`src/design/slwcr_regs.vh`:
```
`ifndef SLWCR_REGS_VH
`define SLWCR_REGS_VH

// Register offsets
`define SLWCR_OFS_IO_CONTROL 11'h461
`define SLWCR_OFS_STRAP_ONE 11'h467
`define SLWCR_OFS_STRAP_TWO 11'h468
`define SLWCR_OFS_LED_CTRL 11'h469
`define SLWCR_OFS_WAKE_CFG 11'h4A0

// Reset values
`define SLWCR_RST_IO_CONTROL 16'h0000
`define SLWCR_RST_STRAP_ONE 16'h0101
`define SLWCR_RST_STRAP_TWO 16'h0080
`define SLWCR_RST_LED_CTRL 16'h0040
`define SLWCR_RST_WAKE_CFG 16'h1081

// Writable bit masks
`define SLWCR_MASK_LED_CTRL 16'h0077
`define SLWCR_MASK_WAKE_CFG 16'h17E1

// Strap readback one fields
`define SLWCR_B_ADDR1 13
`define SLWCR_B_ADDR0 12
`define SLWCR_B_XOVER 8
`define SLWCR_B_RMII_ROLE 3
`define SLWCR_B_AUTONEG 0

// Strap readback two fields
`define SLWCR_B_LINK_POL 7

// LED control fields
`define SLWCR_B_LED2_POL 6
`define SLWCR_B_LED2_VAL 5
`define SLWCR_B_LED2_EN 4
`define SLWCR_B_LED1_POL 2
`define SLWCR_B_LED1_VAL 1
`define SLWCR_B_LED1_EN 0

// Wake filter config fields
`define SLWCR_B_CRC_GATE 12
`define SLWCR_B_WAKE_CLR 11
`define SLWCR_B_PULSE_HI 10
`define SLWCR_B_PULSE_LO 9
`define SLWCR_B_WAKE_STYLE 8
`define SLWCR_B_WAKE_EN 7

// Pulse widths in clock cycles
`define SLWCR_PULSE_W0 7'h08
`define SLWCR_PULSE_W1 7'h10
`define SLWCR_PULSE_W2 7'h20
`define SLWCR_PULSE_W3 7'h40

// Cycles after reset release before straps are latched
`define SLWCR_STRAP_SETTLE 2'h3

`endif

```
`src/design/slwcr_wake_ind.v`:
```
`include "slwcr_regs.vh"
`default_nettype none

module slwcr_wake_ind (
  // Clock and reset
  input wire sys_clk_i,
  input wire rstn_i,
  // Control
  input wire event_i,
  input wire style_i,
  input wire [1:0] width_sel_i,
  input wire clear_i,
  // Indication
  output wire ind_o
);

  reg ind_ff;
  reg nxt_ind;
  reg [6:0] cnt_ff;
  reg [6:0] nxt_cnt;
  reg [6:0] width;

  always @* begin
    case (width_sel_i)
      2'b00: width = `SLWCR_PULSE_W0;
      2'b01: width = `SLWCR_PULSE_W1;
      2'b10: width = `SLWCR_PULSE_W2;
      default: width = `SLWCR_PULSE_W3;
    endcase
  end

  always @* begin
    nxt_ind = ind_ff;
    nxt_cnt = cnt_ff;
    if (style_i) begin
      // Level held until cleared, new event wins over clear
      nxt_cnt = 7'h00;
      if (event_i) begin
        nxt_ind = 1'b1; // [RULE11]
      end else if (clear_i) begin
        nxt_ind = 1'b0; // [RULE10]
      end
    end else begin
      // Fixed-width pulse, retriggered by a new event
      if (event_i) begin
        nxt_ind = 1'b1; // [RULE11]
        nxt_cnt = width - 7'h01;
      end else if (cnt_ff != 7'h00) begin
        nxt_cnt = cnt_ff - 7'h01;
      end else begin
        nxt_ind = 1'b0;
      end
    end
  end

  always @(posedge sys_clk_i or negedge rstn_i) begin
    if (!rstn_i) begin
      ind_ff <= 1'b0;
      cnt_ff <= 7'h00;
    end else begin
      ind_ff <= nxt_ind;
      cnt_ff <= nxt_cnt;
    end
  end

  assign ind_o = ind_ff;

endmodule // slwcr_wake_ind

`default_nettype wire

```
`src/design/slwcr_top.v`:
```
`include "slwcr_regs.vh"
`default_nettype none

// Overview of operation
// RULE1: Strap address bits 1 and 0 read back in bits 13 and 12.
// RULE2: Bit 8 shows latched crossover strap, one is automatic; resets to one.
// RULE3: Bit 3 shows latched RMII role, zero master 25MHz, one slave 50MHz.
// RULE4: Bit 0 shows latched auto-negotiation strap; resets to one.
// RULE5: Second readback bit 7 shows link lamp polarity, one active high.
// RULE6: LED control bit 6 holds second LED polarity; resets to one.
// RULE7: LED control bit 2 holds first LED polarity, strap loaded, reset zero.
// RULE8: Drive-enable bits force LED from drive-value bits through polarity.
// RULE9: CRC gate bit 12 suppresses indications of bad-CRC wake packets.
// RULE10: Writing bit 11 clears wake level; write-only, self-clearing.
// RULE11: Bit 8 selects wake indication as pulse or held level.
// RULE12: Reserved bits read zero, ignore writes; io control reads zero.
module slwcr_top (
  // Clock and reset
  input wire sys_clk_i,
  input wire rstn_i,
  // Strap pins
  input wire strap_addr_bit1_i,
  input wire strap_addr_bit0_i,
  input wire strap_auto_crossover_i,
  input wire strap_rmii_role_i,
  input wire strap_autoneg_i,
  input wire strap_link_lamp_polarity_i,
  input wire strap_led1_polarity_i,
  // Management register port
  input wire [10:0] mgmt_addr_i,
  input wire mgmt_wr_i,
  input wire mgmt_rd_i,
  input wire [15:0] mgmt_wdata_i,
  output wire [15:0] mgmt_rdata_o,
  output wire mgmt_rvalid_o,
  // LED function sources and pins
  input wire led1_func_i,
  input wire led2_func_i,
  output wire led1_o,
  output wire led2_o,
  // Wake packet detection
  input wire wake_match_i,
  input wire wake_crc_bad_i,
  output wire wake_ind_o,
  output wire wake_event_o
);

  // Strap synchronisers
  reg [6:0] strap_meta_ff;
  reg [6:0] strap_sync_ff;
  wire [6:0] strap_pins;

  // Strap latch control
  reg [1:0] settle_cnt_ff;
  reg strap_done_ff;
  wire strap_load;

  // Latched straps
  reg addr1_ff;
  reg addr0_ff;
  reg xover_ff;
  reg rmii_role_ff;
  reg autoneg_ff;
  reg link_pol_ff;

  // Writable registers
  reg [15:0] led_ctrl_ff;
  reg [15:0] nxt_led_ctrl;
  reg [15:0] wake_cfg_ff;
  reg [15:0] nxt_wake_cfg;

  // Read path
  reg [15:0] rdata_ff;
  reg [15:0] nxt_rdata;
  reg rvalid_ff;
  wire [15:0] strap_one_val;
  wire [15:0] strap_two_val;

  // LED path
  reg led1_ff;
  reg led2_ff;
  wire led1_on;
  wire led2_on;

  // Wake path
  reg wake_event_ff;
  reg wake_clr_ff;
  wire wake_hit;
  wire wr_led;
  wire wr_wake;

  // Reset images, so single bits can be picked from them
  localparam [15:0] RST_ONE = `SLWCR_RST_STRAP_ONE;
  localparam [15:0] RST_TWO = `SLWCR_RST_STRAP_TWO;

  assign strap_pins = {strap_led1_polarity_i, strap_link_lamp_polarity_i,
                       strap_autoneg_i, strap_rmii_role_i, strap_auto_crossover_i,
                       strap_addr_bit0_i, strap_addr_bit1_i};

  // Two-stage synchroniser per strap pin
  genvar gi;
  generate
    for (gi = 0; gi < 7; gi = gi + 1) begin : g_strap_sync
      always @(posedge sys_clk_i or negedge rstn_i) begin
        if (!rstn_i) begin
          strap_meta_ff[gi] <= 1'b0;
          strap_sync_ff[gi] <= 1'b0;
        end else begin
          strap_meta_ff[gi] <= strap_pins[gi];
          strap_sync_ff[gi] <= strap_meta_ff[gi];
        end
      end
    end
  endgenerate

  // Latch straps once, after synchronisers have settled
  always @(posedge sys_clk_i or negedge rstn_i) begin
    if (!rstn_i) begin
      settle_cnt_ff <= 2'h0;
      strap_done_ff <= 1'b0;
    end else begin
      if (settle_cnt_ff != `SLWCR_STRAP_SETTLE) begin
        settle_cnt_ff <= settle_cnt_ff + 2'h1;
      end
      if (strap_load) begin
        strap_done_ff <= 1'b1;
      end
    end
  end

  assign strap_load = (settle_cnt_ff == `SLWCR_STRAP_SETTLE) && !strap_done_ff;

  always @(posedge sys_clk_i or negedge rstn_i) begin
    if (!rstn_i) begin
      addr1_ff <= RST_ONE[`SLWCR_B_ADDR1];
      addr0_ff <= RST_ONE[`SLWCR_B_ADDR0];
      xover_ff <= RST_ONE[`SLWCR_B_XOVER];
      rmii_role_ff <= RST_ONE[`SLWCR_B_RMII_ROLE];
      autoneg_ff <= RST_ONE[`SLWCR_B_AUTONEG];
      link_pol_ff <= RST_TWO[`SLWCR_B_LINK_POL];
    end else if (strap_load) begin
      addr1_ff <= strap_sync_ff[0]; // [RULE1]
      addr0_ff <= strap_sync_ff[1]; // [RULE1]
      xover_ff <= strap_sync_ff[2]; // [RULE2]
      rmii_role_ff <= strap_sync_ff[3]; // [RULE3]
      autoneg_ff <= strap_sync_ff[4]; // [RULE4]
      link_pol_ff <= strap_sync_ff[5]; // [RULE5]
    end
  end

  // Read-only strap images, reserved bits zero
  assign strap_one_val = {2'b00, addr1_ff, addr0_ff, 3'b000, xover_ff, // [RULE1] [RULE2]
                          4'h0, rmii_role_ff, 2'b00, autoneg_ff}; // [RULE3] [RULE4]
  assign strap_two_val = {8'h00, link_pol_ff, 7'h00}; // [RULE5] [RULE12]

  assign wr_led = mgmt_wr_i && (mgmt_addr_i == `SLWCR_OFS_LED_CTRL);
  assign wr_wake = mgmt_wr_i && (mgmt_addr_i == `SLWCR_OFS_WAKE_CFG);

  // LED control register
  always @* begin
    nxt_led_ctrl = led_ctrl_ff;
    if (wr_led) begin
      nxt_led_ctrl = mgmt_wdata_i & `SLWCR_MASK_LED_CTRL; // [RULE6] [RULE12]
    end else if (strap_load) begin
      nxt_led_ctrl[`SLWCR_B_LED1_POL] = strap_sync_ff[6]; // [RULE7]
    end
  end

  // Wake filter config register, clear bit never stored
  always @* begin
    nxt_wake_cfg = wake_cfg_ff;
    if (wr_wake) begin
      nxt_wake_cfg = mgmt_wdata_i & `SLWCR_MASK_WAKE_CFG; // [RULE12] [RULE10]
    end
  end

  always @(posedge sys_clk_i or negedge rstn_i) begin
    if (!rstn_i) begin
      led_ctrl_ff <= `SLWCR_RST_LED_CTRL;
      wake_cfg_ff <= `SLWCR_RST_WAKE_CFG;
      wake_clr_ff <= 1'b0;
    end else begin
      led_ctrl_ff <= nxt_led_ctrl;
      wake_cfg_ff <= nxt_wake_cfg;
      wake_clr_ff <= wr_wake && mgmt_wdata_i[`SLWCR_B_WAKE_CLR]; // [RULE10]
    end
  end

  // Read decode
  always @* begin
    case (mgmt_addr_i)
      `SLWCR_OFS_IO_CONTROL: nxt_rdata = `SLWCR_RST_IO_CONTROL; // [RULE12]
      `SLWCR_OFS_STRAP_ONE: nxt_rdata = strap_one_val;
      `SLWCR_OFS_STRAP_TWO: nxt_rdata = strap_two_val;
      `SLWCR_OFS_LED_CTRL: nxt_rdata = led_ctrl_ff;
      `SLWCR_OFS_WAKE_CFG: nxt_rdata = wake_cfg_ff; // [RULE10]
      default: nxt_rdata = 16'h0000;
    endcase
  end

  always @(posedge sys_clk_i or negedge rstn_i) begin
    if (!rstn_i) begin
      rdata_ff <= 16'h0000;
      rvalid_ff <= 1'b0;
    end else begin
      rvalid_ff <= mgmt_rd_i;
      if (mgmt_rd_i) begin
        rdata_ff <= nxt_rdata;
      end
    end
  end

  // LED drive: override value or normal function, then polarity
  assign led1_on = led_ctrl_ff[`SLWCR_B_LED1_EN] ?
                   led_ctrl_ff[`SLWCR_B_LED1_VAL] : led1_func_i; // [RULE8]
  assign led2_on = led_ctrl_ff[`SLWCR_B_LED2_EN] ?
                   led_ctrl_ff[`SLWCR_B_LED2_VAL] : led2_func_i; // [RULE8]

  always @(posedge sys_clk_i or negedge rstn_i) begin
    if (!rstn_i) begin
      led1_ff <= 1'b1;
      led2_ff <= 1'b0;
    end else begin
      led1_ff <= led_ctrl_ff[`SLWCR_B_LED1_POL] ? led1_on : ~led1_on; // [RULE7]
      led2_ff <= led_ctrl_ff[`SLWCR_B_LED2_POL] ? led2_on : ~led2_on; // [RULE6]
    end
  end

  // Wake event qualification with bad-CRC gating
  assign wake_hit = wake_match_i && wake_cfg_ff[`SLWCR_B_WAKE_EN] &&
                    !(wake_crc_bad_i && wake_cfg_ff[`SLWCR_B_CRC_GATE]); // [RULE9]

  always @(posedge sys_clk_i or negedge rstn_i) begin
    if (!rstn_i) begin
      wake_event_ff <= 1'b0;
    end else begin
      wake_event_ff <= wake_hit; // [RULE9]
    end
  end

  slwcr_wake_ind u_wake_ind (
    .sys_clk_i(sys_clk_i),
    .rstn_i(rstn_i),
    .event_i(wake_event_ff),
    .style_i(wake_cfg_ff[`SLWCR_B_WAKE_STYLE]), // [RULE11]
    .width_sel_i(wake_cfg_ff[`SLWCR_B_PULSE_HI:`SLWCR_B_PULSE_LO]),
    .clear_i(wake_clr_ff), // [RULE10]
    .ind_o(wake_ind_o)
  );

  assign mgmt_rdata_o = rdata_ff;
  assign mgmt_rvalid_o = rvalid_ff;
  assign led1_o = led1_ff;
  assign led2_o = led2_ff;
  assign wake_event_o = wake_event_ff;

endmodule // slwcr_top

`default_nettype wire

```
`config.mk`:
```
export PLATFORM = sky130hd
export DESIGN_NAME = slwcr_top
export DESIGN_NICKNAME = d
export VERILOG_FILES = /design/src/design/slwcr_wake_ind.v /design/src/design/slwcr_top.v
export VERILOG_INCLUDE_DIRS = /design/src /design/src/design
export SDC_FILE = /design/constraint.sdc
export NUM_CORES = 1
export LEC_CHECK = 0
export ABC_CLOCK_PERIOD_IN_PS = 4100
export BUFFER_PORTS_ARGS = -buffer_cell sky130_fd_sc_hd__buf_4
export CORE_ASPECT_RATIO = 0.9
export CORE_MARGIN = 2
export CORE_UTILIZATION = 57
export CTS_CLUSTER_DIAMETER = 80
export DETAILED_ROUTE_END_ITERATION = 12
export PLACE_DENSITY = 0.84
export SYNTH_ARGS = -nofsm -noshare
export SYNTH_HDL_FRONTEND = slang
export SYNTH_SLANG_ARGS = --single-unit
```
`constraint.sdc`:
```
create_clock -name sys_clk_i -period 4.1 [get_ports sys_clk_i]
set_clock_uncertainty 0.2 [all_clocks]
set_input_delay 0.41 -clock sys_clk_i [delete_from_list [all_inputs] [get_ports sys_clk_i]]
set_output_delay 0.41 -clock sys_clk_i [all_outputs]
set_load 0.01 [all_outputs]
```
# ---- After elaboration in Yosys (flattened, before gate mapping)
# Cells that the tools add are included.
dict set report word_totals {
  regBits 66
  input_bits 42
  output_inout_bits 21
  word_cells 78
}
dict set report classes {
  n_addsub 3
  eq_ne 10
  mux 16
  n_bitwise 2
  reduce_logical 14
}
# operator count
set op_table {}
lappend op_table {{$pmux 14 s4} 1}
lappend op_table {{$eq 11x11->1 const B} 4}
lappend op_table {{$mux 7} 3}
lappend op_table {{$pmux 7 s3} 1}
lappend op_table {{$sub 7x1->7 const B} 2}
lappend op_table {{$mux 1} 11}
lappend op_table {{$logic_and 1x1->1} 7}
lappend op_table {{$reduce_bool 7->1} 1}
lappend op_table {{$eq 2x2->1 const B} 2}
lappend op_table {{$ne 3x1->1 const B} 1}
lappend op_table {{$ne 3x3->1 const B} 1}
lappend op_table {{$reduce_bool 3->1} 1}
lappend op_table {{$add 2x1->2 const B} 1}
lappend op_table {{$eq 2x1->1 const B} 1}
lappend op_table {{$logic_not 1->1} 2}
lappend op_table {{$logic_not 2->1} 1}
lappend op_table {{$ne 2x2->1 const B} 1}
lappend op_table {{$not 1->1} 2}
lappend op_table {{$reduce_and 2->1} 1}
lappend op_table {{$reduce_bool 2->1} 1}

# ---- Longest topological paths before layout
# Gate-level depths: netlist (run 1).
dict set report depth {
  word_depth 5
  mapped_depth 7
  depth_no_buf 6
}

# ---- Modules after synthesis
# Synthesis (run 1) repeated with hierarchy kept, for this count alone.
dict set report unflattened {
  cells_unflattened 189
  area_unflattened_um2 2606.2
}
# mod instances cells_per_inst area_per_inst_um2 seq_area_each_um2
set by_module_without_submodules {}
lappend by_module_without_submodules {slwcr_top 1 135 2118.3 1386.3}
lappend by_module_without_submodules {slwcr_wake_ind 1 54 488.0 200.2}

# ---- Worst setup path after synthesis (run 1)
# No wires, ideal clock.
dict set report synth_path {
  kind {input -> register}
  start {in mgmt_addr_i[0]}
  end {reg wake_cfg_ff[10]}
  t_arrival_ps 1672
  t_required_ps 3775
  setup_slack_ps 2103
  cell_stages 5
  cell_sequence {or4b_4 -> nor2_2 -> and3_1 -> buf_6 -> mux2_4}
}
dict set report synth_via {
  elab_chain_cells 2
}
# item line_no
set synth_rtl {}
lappend synth_rtl {{start: declaration} slwcr_top.v:30} ;# input wire [10:0] mgmt_addr_i,
lappend synth_rtl {{$eq 11x11->1 (no line)} --}
lappend synth_rtl {{$logic_and 1x1->1} slwcr_top.v:157} ;# assign wr_wake = mgmt_wr_i && (mgmt_addr_i == `SLWCR_OFS_WAKE_CFG);
lappend synth_rtl {{end signal: assignment} slwcr_top.v:180} ;# wake_cfg_ff <= `SLWCR_RST_WAKE_CFG;
lappend synth_rtl {{end signal: assignment} slwcr_top.v:184} ;# wake_cfg_ff <= nxt_wake_cfg;
lappend synth_rtl {{end: declaration} slwcr_top.v:69} ;# reg [15:0] wake_cfg_ff;
# Every way passes these cells.
# A chain may end at the register's enable or synchronous reset.

# ---- Worst setup path after layout (run 1)
dict set report layout_path {
  start {in mgmt_addr_i[8]}
  end {reg wake_cfg_ff[9]}
}
# Same word-level chain as after synthesis.

==> metrics.cfg, run 1 <==
[sta]
final_setup_violating_endpoints=0
period_share_pct=53.27
report.final.hold_viol_count=0
max_clock_freq_mhz=457.8
setup_ws_ns=1.916
slew_violations=0
period_needed_ns=2.184
worst_pin_slew_ns=0.7701
rsz0062_at_grt=no
sum_of_negative_setup_slack_ns=0
timing.slew.headroom_pct=48.66
timing.hold.ws_ns=0.03832

[route]
wl_per_cell_um=14.85
route.final.wire_length_um=5108
drt_drc_violations_left=0
viasPerCell=5.224
detail_route.iter0.violations=126
drt_first_pass_iters=4
final_antenna_net_count=0
via_count=1797

[power]
switching_share_pct=24.30
p_leak_uw=0.001510
power_report.internal_total_uw=1118
vdd_ir_drop_max_uv=293.5
power.density_cell_area_nw_per_um2=438.1
totalPowerFinal_uw=1477
comb_power_share_pct=13.3
part_of_the_power_in_the_clock_network_pct=38.7
power.net_switching_uw=358.9
sequentialPowerShare_pct=48.0

[floorplanning]
num_io_pins=63
die_height_um=68.63
initial_standard_cell_utilization_of_the_core_pct=59.30
floorplan.core_area_um2=4461
fp.dieW_um=75.81
fp.dieArea_um2=5202
rows=23

[setup_path]
timing.critical_path.required_ns=4.12
endpoint_kind=flip-flop
timing.rr.end=led_ctrl_ff[2]
path_class=primary input to flip-flop
crit_path_start_kind=primary input
r2r_cells=4
slowest_stage=sky130_fd_sc_hd__and3_1
cp.arrival_ns=2.21
critPathMaxFanout=9
path_cells=buf_4 > nand4bb_1 > nor2_1 > and3_1 > mux2_4
r2r_slack_ns=1.98
critPathMaxStageDelay_ns=0.59
reg2reg_from=settle_cnt_ff[0]

[global_routing]
grt_start_max_net_pins=64
global_route.usage.total_pct=21.90
total_global_routing_overflow=0
antenna_found_initial=0
first_global_vias=1766
first_pass_grt_wire_length_um=8142

[place]
detailedPlace.worstSlack_ns=1.580
dp.final_hpwl_um=3519
routabilityCongestion=0.8299
port_buffers=55

[clock_network]
clkSinkCount=63
cts_inserted_buffers=9
cts.reportedPaths.clkPinSlew_ns=0.07
cts.htree.levels=3
tritoncts=done
clk_path_buf_depth=2
clkLatencyLatePin_ns=0.33
root_buffer=sky130_fd_sc_hd__clkbuf_8
post_cts_resize_count=0
setup_repair_bufs_after_cts=0

[yosys]
yosys_register_bits=63
synth_sequential_area_ratio_pct=59.98
synth.distinct_cells=43
synth_area_um2=2645
yosysWarnings=0
netlist.area_leader.share_pct=52.03
dominantRegCellSynth=sky130_fd_sc_hd__dfrtp_1
postSynthCellCount=212
synth.area.top_cells=sky130_fd_sc_hd__dfrtp_1 (52%), sky130_fd_sc_hd__dfstp_2 (7.9%), sky130_fd_sc_hd__mux2_2 (5.5%)
synth_largest_area_cell=sky130_fd_sc_hd__dfrtp_1
yosysMostFrequentCell=sky130_fd_sc_hd__dfrtp_1
syn_avg_cell_area_um2=12.48
synth-edff-count=0
async_reset_ff_share_pct=100.0
synth.cells.most_frequent=sky130_fd_sc_hd__dfrtp_1 (55), sky130_fd_sc_hd__inv_1 (14), sky130_fd_sc_hd__mux2_2 (13)

[layout]
layout_area_growth_over_synthesis_pct=27.44
filler_cell_count=285
final_layout_size_suffix_gt1_share_pct=38.30
antenna_cells=0
finish.utilization_pct=75.57
final_nets=321

[job]
drv_cap=0

[status]
status=finished clean

[hold_path]
timing.hold.worst_path_depth=2
hp_start=wake_crc_bad_i
hold_path.class=primary input to flip-flop
hold-path-endpoint=wake_event_o

through the flow:
| step | cells | area, um2 |
|---|---|---|
| after CTS | 344 | 3371 |
| after floorplan | 214 | 2653 |
| final | 344 | 3371 |
| after global routing | 344 | 3371 |
| after global placement | 320 | 3079 |
| after detailed placement | 320 | 3079 |
power by group through the flow:
stage	Combinational [uW]	Sequential [uW]	Clock [uW]
finish	197	709	571
global route	226	714	609
floorplan	128	713	0
global placement	184	718	0
detailed placement	193	720	0
CTS	199	709	580
layout make-up:
| class | instances | area [um2] | area share [%] |
|---|---|---|---|
| sequential | 63 | 1587 | 47.07 |
| multi-input combinational | 125 | 945.9 | 28.06 |
| timing repair buffer | 63 | 493.0 | 14.63 |
| clock buffer | 9 | 123.9 | 3.675 |
| clock inverter | 7 | 87.58 | 2.598 |
| tap | 62 | 77.57 | 2.301 |
| inverter | 15 | 56.30 | 1.670 |
kinds of logic after synthesis:
family                     Yosys count  share of synthesized area (%)
xor gates and xnor gates             8                          2.649
and+or+nand+nor                     53                          12.44
muxes                               23                          10.83
buffers and inverters               26                          4.541
other                                1                         0.1418
AOI/OAI and AO/OA                   36                          8.467
DFF                                 63                          59.98
adders and majority gates            2                         0.9459
critical path: cells and delay by family:
kind | cells | cell delay (ns)
buf+inv | 1 | 0.11
simple gates | 3 | 1.34
mux | 1 | 0.35
timing repair:
item / 4_1_cts / 5_1_grt
endpoints found under the hold margin: 62 / 0
hold buffers: 8 / 0
endpoints found under the setup margin: 0 / 0
routing by layer:
layer	track usage, %	vias to the layer above	share of wire (%)
met5	0	-	0
met4	10.96	0	1.8
met3	6.977	9	5.0
met2	31.57	50	48
met1	29.84	874	46
li1	-	864	-
cell usage in the layout, fill, tap and decap left out, types with 2 or more instances in the layout:
master	instances
sky130_fd_sc_hd__a211oi_1	2
sky130_fd_sc_hd__a21oi_1	7
sky130_fd_sc_hd__a22oi_1	5
sky130_fd_sc_hd__and3_1	3
sky130_fd_sc_hd__buf_4	55
sky130_fd_sc_hd__bufinv_16	2
sky130_fd_sc_hd__clkbuf_8	9
sky130_fd_sc_hd__clkinv_2	4
sky130_fd_sc_hd__conb_1	3
sky130_fd_sc_hd__dfrtp_1	55
sky130_fd_sc_hd__dfstp_2	8
sky130_fd_sc_hd__dlygate4sd3_1	8
sky130_fd_sc_hd__ha_1	2
sky130_fd_sc_hd__inv_1	14
sky130_fd_sc_hd__mux2_2	13
sky130_fd_sc_hd__mux2_4	8
sky130_fd_sc_hd__mux2i_1	2
sky130_fd_sc_hd__nand2_1	8
sky130_fd_sc_hd__nand3_1	8
sky130_fd_sc_hd__nand3b_1	3
sky130_fd_sc_hd__nor2_1	8
sky130_fd_sc_hd__nor2b_1	2
sky130_fd_sc_hd__nor3_1	8
sky130_fd_sc_hd__nor4_4	2
sky130_fd_sc_hd__o211ai_1	2
sky130_fd_sc_hd__o21a_1	2
sky130_fd_sc_hd__o21ai_0	10
sky130_fd_sc_hd__o22ai_1	5
sky130_fd_sc_hd__or2_2	2
sky130_fd_sc_hd__xnor2_1	5
sky130_fd_sc_hd__xor2_1	3
worst max path at each step:
stage / from / depth (start not counted) / end / slack [ns]
final: mgmt_addr_i[8] / 5 / wake_cfg_ff[9] / 1.92
after global routing: mgmt_addr_i[8] / 5 / wake_cfg_ff[9] / 1.87
after CTS: mgmt_addr_i[8] / 5 / wake_cfg_ff[9] / 1.93
after detailed placement: mgmt_addr_i[8] / 5 / wake_cfg_ff[6] / 1.58
after global placement: mgmt_addr_i[8] / 5 / wake_cfg_ff[8] / 1.65
after floorplan: mgmt_addr_i[0] / 5 / wake_cfg_ff[10] / 2.10
flip-flops by register name, indices dropped and copies added (netlist names), 2 cells and up:
register	cells
led_ctrl_ff	6
mgmt_rdata_o	13
settle_cnt_ff	2
strap_meta_ff	7
strap_sync_ff	7
u_wake_ind.cnt_ff	7
wake_cfg_ff	8
Note: power is estimated with default switching activity, not from simulation.
==> inputs of run 2 (changes only) <==
- ABC_AREA: unset -> 1
- ABC_CLOCK_PERIOD_IN_PS: 4100 -> 2200
- CORE_UTILIZATION: 57 -> 53
- PLACE_DENSITY: 0.84 -> 0.79
- clock period: 4.1 -> 2.2 ns (I/O delays scaled with it)
==> metrics.cfg, run 2 <==
[sta]
report.final.hold_viol_count=0
max_clock_freq_mhz=586.1
sum_of_negative_setup_slack_ns=0
period_share_pct=77.55
slew_violations=0
timing.slew.headroom_pct=48.18
worst_pin_slew_ns=0.7773
final_setup_violating_endpoints=0
rsz0062_at_grt=no
timing.hold.ws_ns=0.1044
period_needed_ns=1.706

[global_routing]
first_global_vias=2114
first_pass_grt_wire_length_um=9570
total_global_routing_overflow=0
grt_start_max_net_pins=64
global_route.usage.total_pct=21.96
antenna_found_initial=0

[setup_path]
cp.arrival_ns=1.73
reg2reg_from=wake_event_o
r2r_cells=7
timing.critical_path.required_ns=2.22
timing.rr.end=u_wake_ind.cnt_ff[4]
endpoint_kind=flip-flop
path_class=flip-flop to flip-flop
critPathMaxFanout=8
r2r_slack_ns=0.49
crit_path_start_kind=flip-flop

[yosys]
yosysWarnings=0
syn_avg_cell_area_um2=9.568
yosys_register_bits=63
synth_area_um2=2765
yosysMostFrequentCell=sky130_fd_sc_hd__nand2_1
dominantRegCellSynth=sky130_fd_sc_hd__dfrtp_1
netlist.area_leader.share_pct=49.77
synth.area.top_cells=sky130_fd_sc_hd__dfrtp_1 (50%), sky130_fd_sc_hd__nand2_1 (11%), sky130_fd_sc_hd__dfstp_2 (7.6%)
synth-edff-count=0
postSynthCellCount=289
synth_sequential_area_ratio_pct=57.38
synth.cells.most_frequent=sky130_fd_sc_hd__nand2_1 (78), sky130_fd_sc_hd__dfrtp_1 (55), sky130_fd_sc_hd__inv_1 (27)
async_reset_ff_share_pct=100.0
synth_largest_area_cell=sky130_fd_sc_hd__dfrtp_1
synth.distinct_cells=30

[layout]
most_used_cells_in_the_layout_excluding_fill_and_tap_cells=sky130_fd_sc_hd__nand2_1 (78), sky130_fd_sc_hd__dfrtp_1 (55), sky130_fd_sc_hd__buf_4 (55)
antenna_cells=0
layout_area_growth_over_synthesis_pct=31.09
largest_register_ffs=13
final_layout_size_suffix_gt1_share_pct=31.13
filler_cell_count=371
final-seq-area_um2=1587
final_common_cell=sky130_fd_sc_hd__nand2_1
final_nets=418
multi_input_area_um2=1013

[clock_network]
post_cts_resize_count=0
clk_path_buf_depth=2
cts.reportedPaths.clkPinSlew_ns=0.07
clkSinkCount=63
root_buffer=sky130_fd_sc_hd__clkbuf_8
cts.htree.levels=3
tritoncts=done
cts_inserted_buffers=9
clkLatencyLatePin_ns=0.34

[job]
drv_cap=0

[power]
switching_share_pct=24.27
part_of_the_power_in_the_clock_network_pct=38.1
vdd_ir_drop_max_uv=500.5
comb_power_share_pct=8.1
power.net_switching_uw=542.0
power_report.internal_total_uw=1692
power.density_cell_area_nw_per_um2=616.2
p_leak_uw=0.001834
sequentialPowerShare_pct=53.8

[floorplanning]
fp.dieArea_um2=5812
rows=24
die_height_um=72.53
fp.dieW_um=80.14
num_io_pins=63
floorplan.core_area_um2=4925
initial_standard_cell_utilization_of_the_core_pct=56.15

[place]
routabilityCongestion=0.8782
dp.final_hpwl_um=4045
port_buffers=55

[hold_path]
hold-path-endpoint=mgmt_rdata_o[3]
hp_start=mgmt_addr_i[3]
timing.hold.worst_path_depth=6
hold_path.class=primary input to flip-flop

[route]
drt_drc_violations_left=0
route.final.wire_length_um=5738
wl_per_cell_um=12.92
viasPerCell=4.928
final_antenna_net_count=0
drt_first_pass_iters=5
via_count=2188
detail_route.iter0.violations=101

[status]
status=finished clean

## run 2: cell types whose count changed after synthesis, sizes merged, moves of 3 or more
| cell | change |
|---|---|
| mux2 | -15 |
| inv | +16 |
| nand3 | +10 |
| xnor2 | -4 |
| o21ai | +8 |
| nand2 | +81 |
| nor2 | +19 |
| a22oi | -5 |
| nor3 | -8 |
| and3 | -3 |
| nand3b | -3 |
| nand4 | +4 |
| nor4 | -3 |
| clkbuf | -4 |
## run 2: area by class of cell
cell class,count,area share (%)
flip-flops and latches,63,43.77
multi-input cells,190,27.96
clock inverters,5,1.001
clock buffers,11,3.624
inverters,30,3.107
repair buffers,80,18.29
well taps,65,2.244
## run 2: how the worst max path moves through the flow
stage	from	endpoint	slack [ns]
finish	wake_event_o	u_wake_ind.cnt_ff[4]	0.49
global route	wake_event_o	u_wake_ind.cnt_ff[4]	0.31
CTS	wake_event_o	u_wake_ind.cnt_ff[4]	0.50
detailed placement	mgmt_addr_i[2]	led_ctrl_ff[1]	0.38
global placement	mgmt_addr_i[2]	led_ctrl_ff[2]	0.47
floorplan	wake_event_o	u_wake_ind.cnt_ff[2]	0.65
## run 2: kinds of logic (layout without fill, tap and decap cells)
kind of cell / after synthesis / count (layout) / synth area share, %
AND/OR/NAND/NOR: 141 / 141 / 23.53
flip-flops: 63 / 63 / 57.38
buffers and inverters: 38 / 126 / 6.244
AO/OA/AOI/OAI: 31 / 31 / 7.058
multiplexers: 8 / 8 / 3.167
XOR/XNOR: 5 / 5 / 1.584
adder cells (fa/ha/maj): 2 / 2 / 0.9048
other: 1 / 3 / 0.1356
## run 2: power groups by stage
stage	combinational [uW]	sequential, uW	clock [uW]
after floorplan	52.7	1220	0
after detailed placement	147	1220	0
after CTS	181	1200	871
after global routing	199	1200	916
after global placement	144	1220	0
final	180	1200	852
## run 2: layer usage
| layer | routed length [um] | share of wire (%) | global-route usage [%] | vias up |
|---|---|---|---|---|
| li1 | - | - | - | 1084 |
| met1 | 2521 | 44 | 27.87 | 1033 |
| met2 | 2821 | 49 | 37.22 | 63 |
| met3 | 306 | 5.3 | 5.721 | 8 |
| met4 | 89 | 1.6 | 6.780 | 0 |
| met5 | 0 | 0 | 0 | - |
## run 2: repair_timing
item / in CTS / in global routing
buffers inserted: 0 / 0
hold buffers: 25 / 0
hold endpoints to repair: 89 / 0
## run 2: worst max-delay path, cell delays in order (launching register included)
cell and delay (ns):
sky130_fd_sc_hd__dfrtp_1 0.48, sky130_fd_sc_hd__inv_2 0.14, sky130_fd_sc_hd__nand2_2 0.10, sky130_fd_sc_hd__ha_1 0.16, sky130_fd_sc_hd__nand2_1 0.08, sky130_fd_sc_hd__nor2_2 0.19, sky130_fd_sc_hd__xor2_1 0.17, sky130_fd_sc_hd__nor2_1 0.06
## run 2: stage by stage
stage          area, um2  power, uW  utilization, %  instances  worst slack (ns)
3_3_place_gp        3207       1365           65.12        403            0.4746
6_report            3625       2234           73.60        444            0.4939
3_5_place_dp        3207       1369           65.12        403            0.3838
4_1_cts             3625       2254           73.60        444            0.4983
5_1_grt             3625       2318           73.60        444            0.3138
2_1_floorplan       2773       1275               -        291            0.6518
==> inputs of run 3 (changes only) <==
- ABC_AREA: 1 -> 0
- ABC_CLOCK_PERIOD_IN_PS: 2200 -> 1470
- CORE_UTILIZATION: 53 -> 48
- PLACE_DENSITY: 0.79 -> 0.76
- clock period: 2.2 -> 1.47 ns (I/O delays scaled with it)
==> metrics.cfg, run 3 (synthesized netlist as in run 1, its figures left out) <==
[clock_network]
clkLatencyLatePin_ns=0.33
cts_inserted_buffers=9
clk_path_buf_depth=2
root_buffer=sky130_fd_sc_hd__clkbuf_8
clkSinkCount=63
cts.reportedPaths.clkPinSlew_ns=0.07
cts.htree.levels=3
tritoncts=done

[layout]
filler_cell_count=309
final_common_cell=sky130_fd_sc_hd__buf_4
final_nets=375
finish.utilization_pct=78.46
final_layout_size_suffix_gt1_share_pct=51.79
final_cells=403
antenna_cells=0
most_used_cells_in_the_layout_excluding_fill_and_tap_cells=sky130_fd_sc_hd__buf_4 (78), sky130_fd_sc_hd__dfrtp_1 (54), sky130_fd_sc_hd__dlygate4sd3_1 (26)
layout_area_growth_over_synthesis_pct=56.81
largest_register_ffs=13

[setup_path]
path_class=flip-flop to flip-flop
crit_path_start_kind=flip-flop
critPathMaxFanout=2
endpoint_kind=flip-flop
kind_of_cell_adding_the_most_delay_to_the_critical_path=flip-flops
r2r_slack_ns=-0.09
timing.critical_path.required_ns=1.53
slowest_stage=sky130_fd_sc_hd__dfstp_2
path_cells=or4bb_4 > o2bb2a_4 > o22ai_1
cp.arrival_ns=1.62
critPathMaxStageDelay_ns=0.53
worst-path-buf-inv=0

[global_routing]
antenna_found_initial=0
total_global_routing_overflow=0
grt_start_max_net_pins=64
global_route.usage.total_pct=22.84
first_pass_grt_wire_length_um=10050
first_global_vias=2116

[power]
sequentialPowerShare_pct=42.1
power_report.internal_total_uw=3568
power.net_switching_uw=1228
part_of_the_power_in_the_clock_network_pct=35.8
p_leak_uw=0.001849
totalPowerFinal_uw=4796
power.density_cell_area_nw_per_um2=1156
vdd_ir_drop_max_uv=943.7
switching_share_pct=25.60
comb_power_share_pct=22.1

[sta]
rsz0062_at_grt=yes
period_needed_ns=1.559
slew_violations=0
timing.hold.ws_ns=0.1000
final_setup_violating_endpoints=21
max_clock_freq_mhz=641.6
setup_ws_ns=-0.08852
timing.slew.headroom_pct=60.74
worst_pin_slew_ns=0.5863
report.final.hold_viol_count=0
period_share_pct=106.0

[route]
viasPerCell=5.107
wl_met2_um=3392
final_antenna_net_count=0
wl_met3_um=385
detail_route.iter0.violations=66
detail_route.wirelength.met1_um=2498
via_count=2058
drt_first_pass_iters=4
drt_drc_violations_left=0
wl_per_cell_um=15.77
route.final.wire_length_um=6355
highest_routed_layer=met4

[place]
dp.final_hpwl_um=4096
placedCellCount=360
routabilityCongestion=0.7838
detailedPlace.worstSlack_ns=-0.4175
port_buffers=55

[hold_path]
hold_path.class=primary input to flip-flop

[floorplanning]
fp.dieW_um=82.25
fp.dieArea_um2=6121
rows=25
num_io_pins=63
die_height_um=74.43
floorplan.core_area_um2=5286
initial_standard_cell_utilization_of_the_core_pct=50.04

[job]
drv_cap=0

[status]
status=finished with violations
violated_checks=setup timing

run 3: cell types whose count changed in the layout (fill, tap and decap cells not counted), moves of 4 or more:
cell                      before  now
sky130_fd_sc_hd__nor2_1       20    4
sky130_fd_sc_hd__nand4_1       4    0
sky130_fd_sc_hd__nand3_1      14    7
sky130_fd_sc_hd__a21oi_1       7    3
sky130_fd_sc_hd__buf_6         0   12
sky130_fd_sc_hd__o21ai_2       8    0
sky130_fd_sc_hd__mux2_4        0   17
sky130_fd_sc_hd__nand2_2      11    2
sky130_fd_sc_hd__nand2_1      78    6
sky130_fd_sc_hd__nor3_1        0    4
sky130_fd_sc_hd__inv_1        27   14
sky130_fd_sc_hd__buf_4        55   78
sky130_fd_sc_hd__nand3_2       4    0
run 3: metrics by stage:
stage / cell area, um2 / TNS [ns]
global route: 4148 / -1.617
global placement: 3433 / -8.363
detailed placement: 3433 / -9.569
CTS: 4096 / -0.6382
floorplan: 2743 / -3.117
finish: 4148 / -0.6976
run 3: worst reg2reg max path: stages (launching register included):
cell	delay, ns
sky130_fd_sc_hd__dfstp_2	0.53
sky130_fd_sc_hd__or4bb_4	0.46
sky130_fd_sc_hd__o2bb2a_4	0.21
sky130_fd_sc_hd__o22ai_1	0.09
run 3: power by group through the flow:
stage               logic [uW]  registers, uW  clock network, uW
finish                    1060           2020               1720
detailed placement         719           2010                  0
global route              1150           2030               1850
global placement           681           2000                  0
floorplan                  382           1990                  0
CTS                        926           2000               1760
run 3: path summary, 6_finish.rpt:
| path | startpoint | to | cells past startpoint |
|---|---|---|---|
| worst max-delay path | link_pol_ff | mgmt_rdata_o[7] | 3 |
| worst min-delay path | mgmt_addr_i[0] | mgmt_rdata_o[7] | 5 |
| worst max register to register | link_pol_ff | mgmt_rdata_o[7] | 3 |
| worst min register to register | strap_meta_ff[4] | strap_sync_ff[4] | 0 |
| max in group asynchronous | rstn_i | autoneg_ff | 3 |
| min in group asynchronous | rstn_i | u_wake_ind.cnt_ff[2] | 3 |
run 3: per-layer routing:
| layer | GRT usage [%] | up-vias |
|---|---|---|
| met5 | 0 | - |
| met4 | 8.889 | 0 |
| met3 | 8.495 | 8 |
| met2 | 37.90 | 60 |
| met1 | 27.06 | 1021 |
| li1 | - | 969 |
run 3: layout make-up:
type / count / area (um2) / share of cell area (%)
flip-flops and latches: 63 / 1588 / 38.28
multi-input cells: 125 / 1180 / 28.45
repair buffers: 117 / 1001 / 24.13
clock buffers: 13 / 168.9 / 4.072
well taps: 67 / 83.83 / 2.021
clock inverters: 3 / 65.06 / 1.569
inverters: 15 / 61.31 / 1.478
run 3: timing repair:
action | CTS | global route
pin swaps | 13 | 12
setup buffers | 1 | 0
hold buffers | 26 | 0
endpoints found under the hold margin | 98 | 0
endpoints found under the setup margin | 27 | 29
resized for setup | 35 | 12
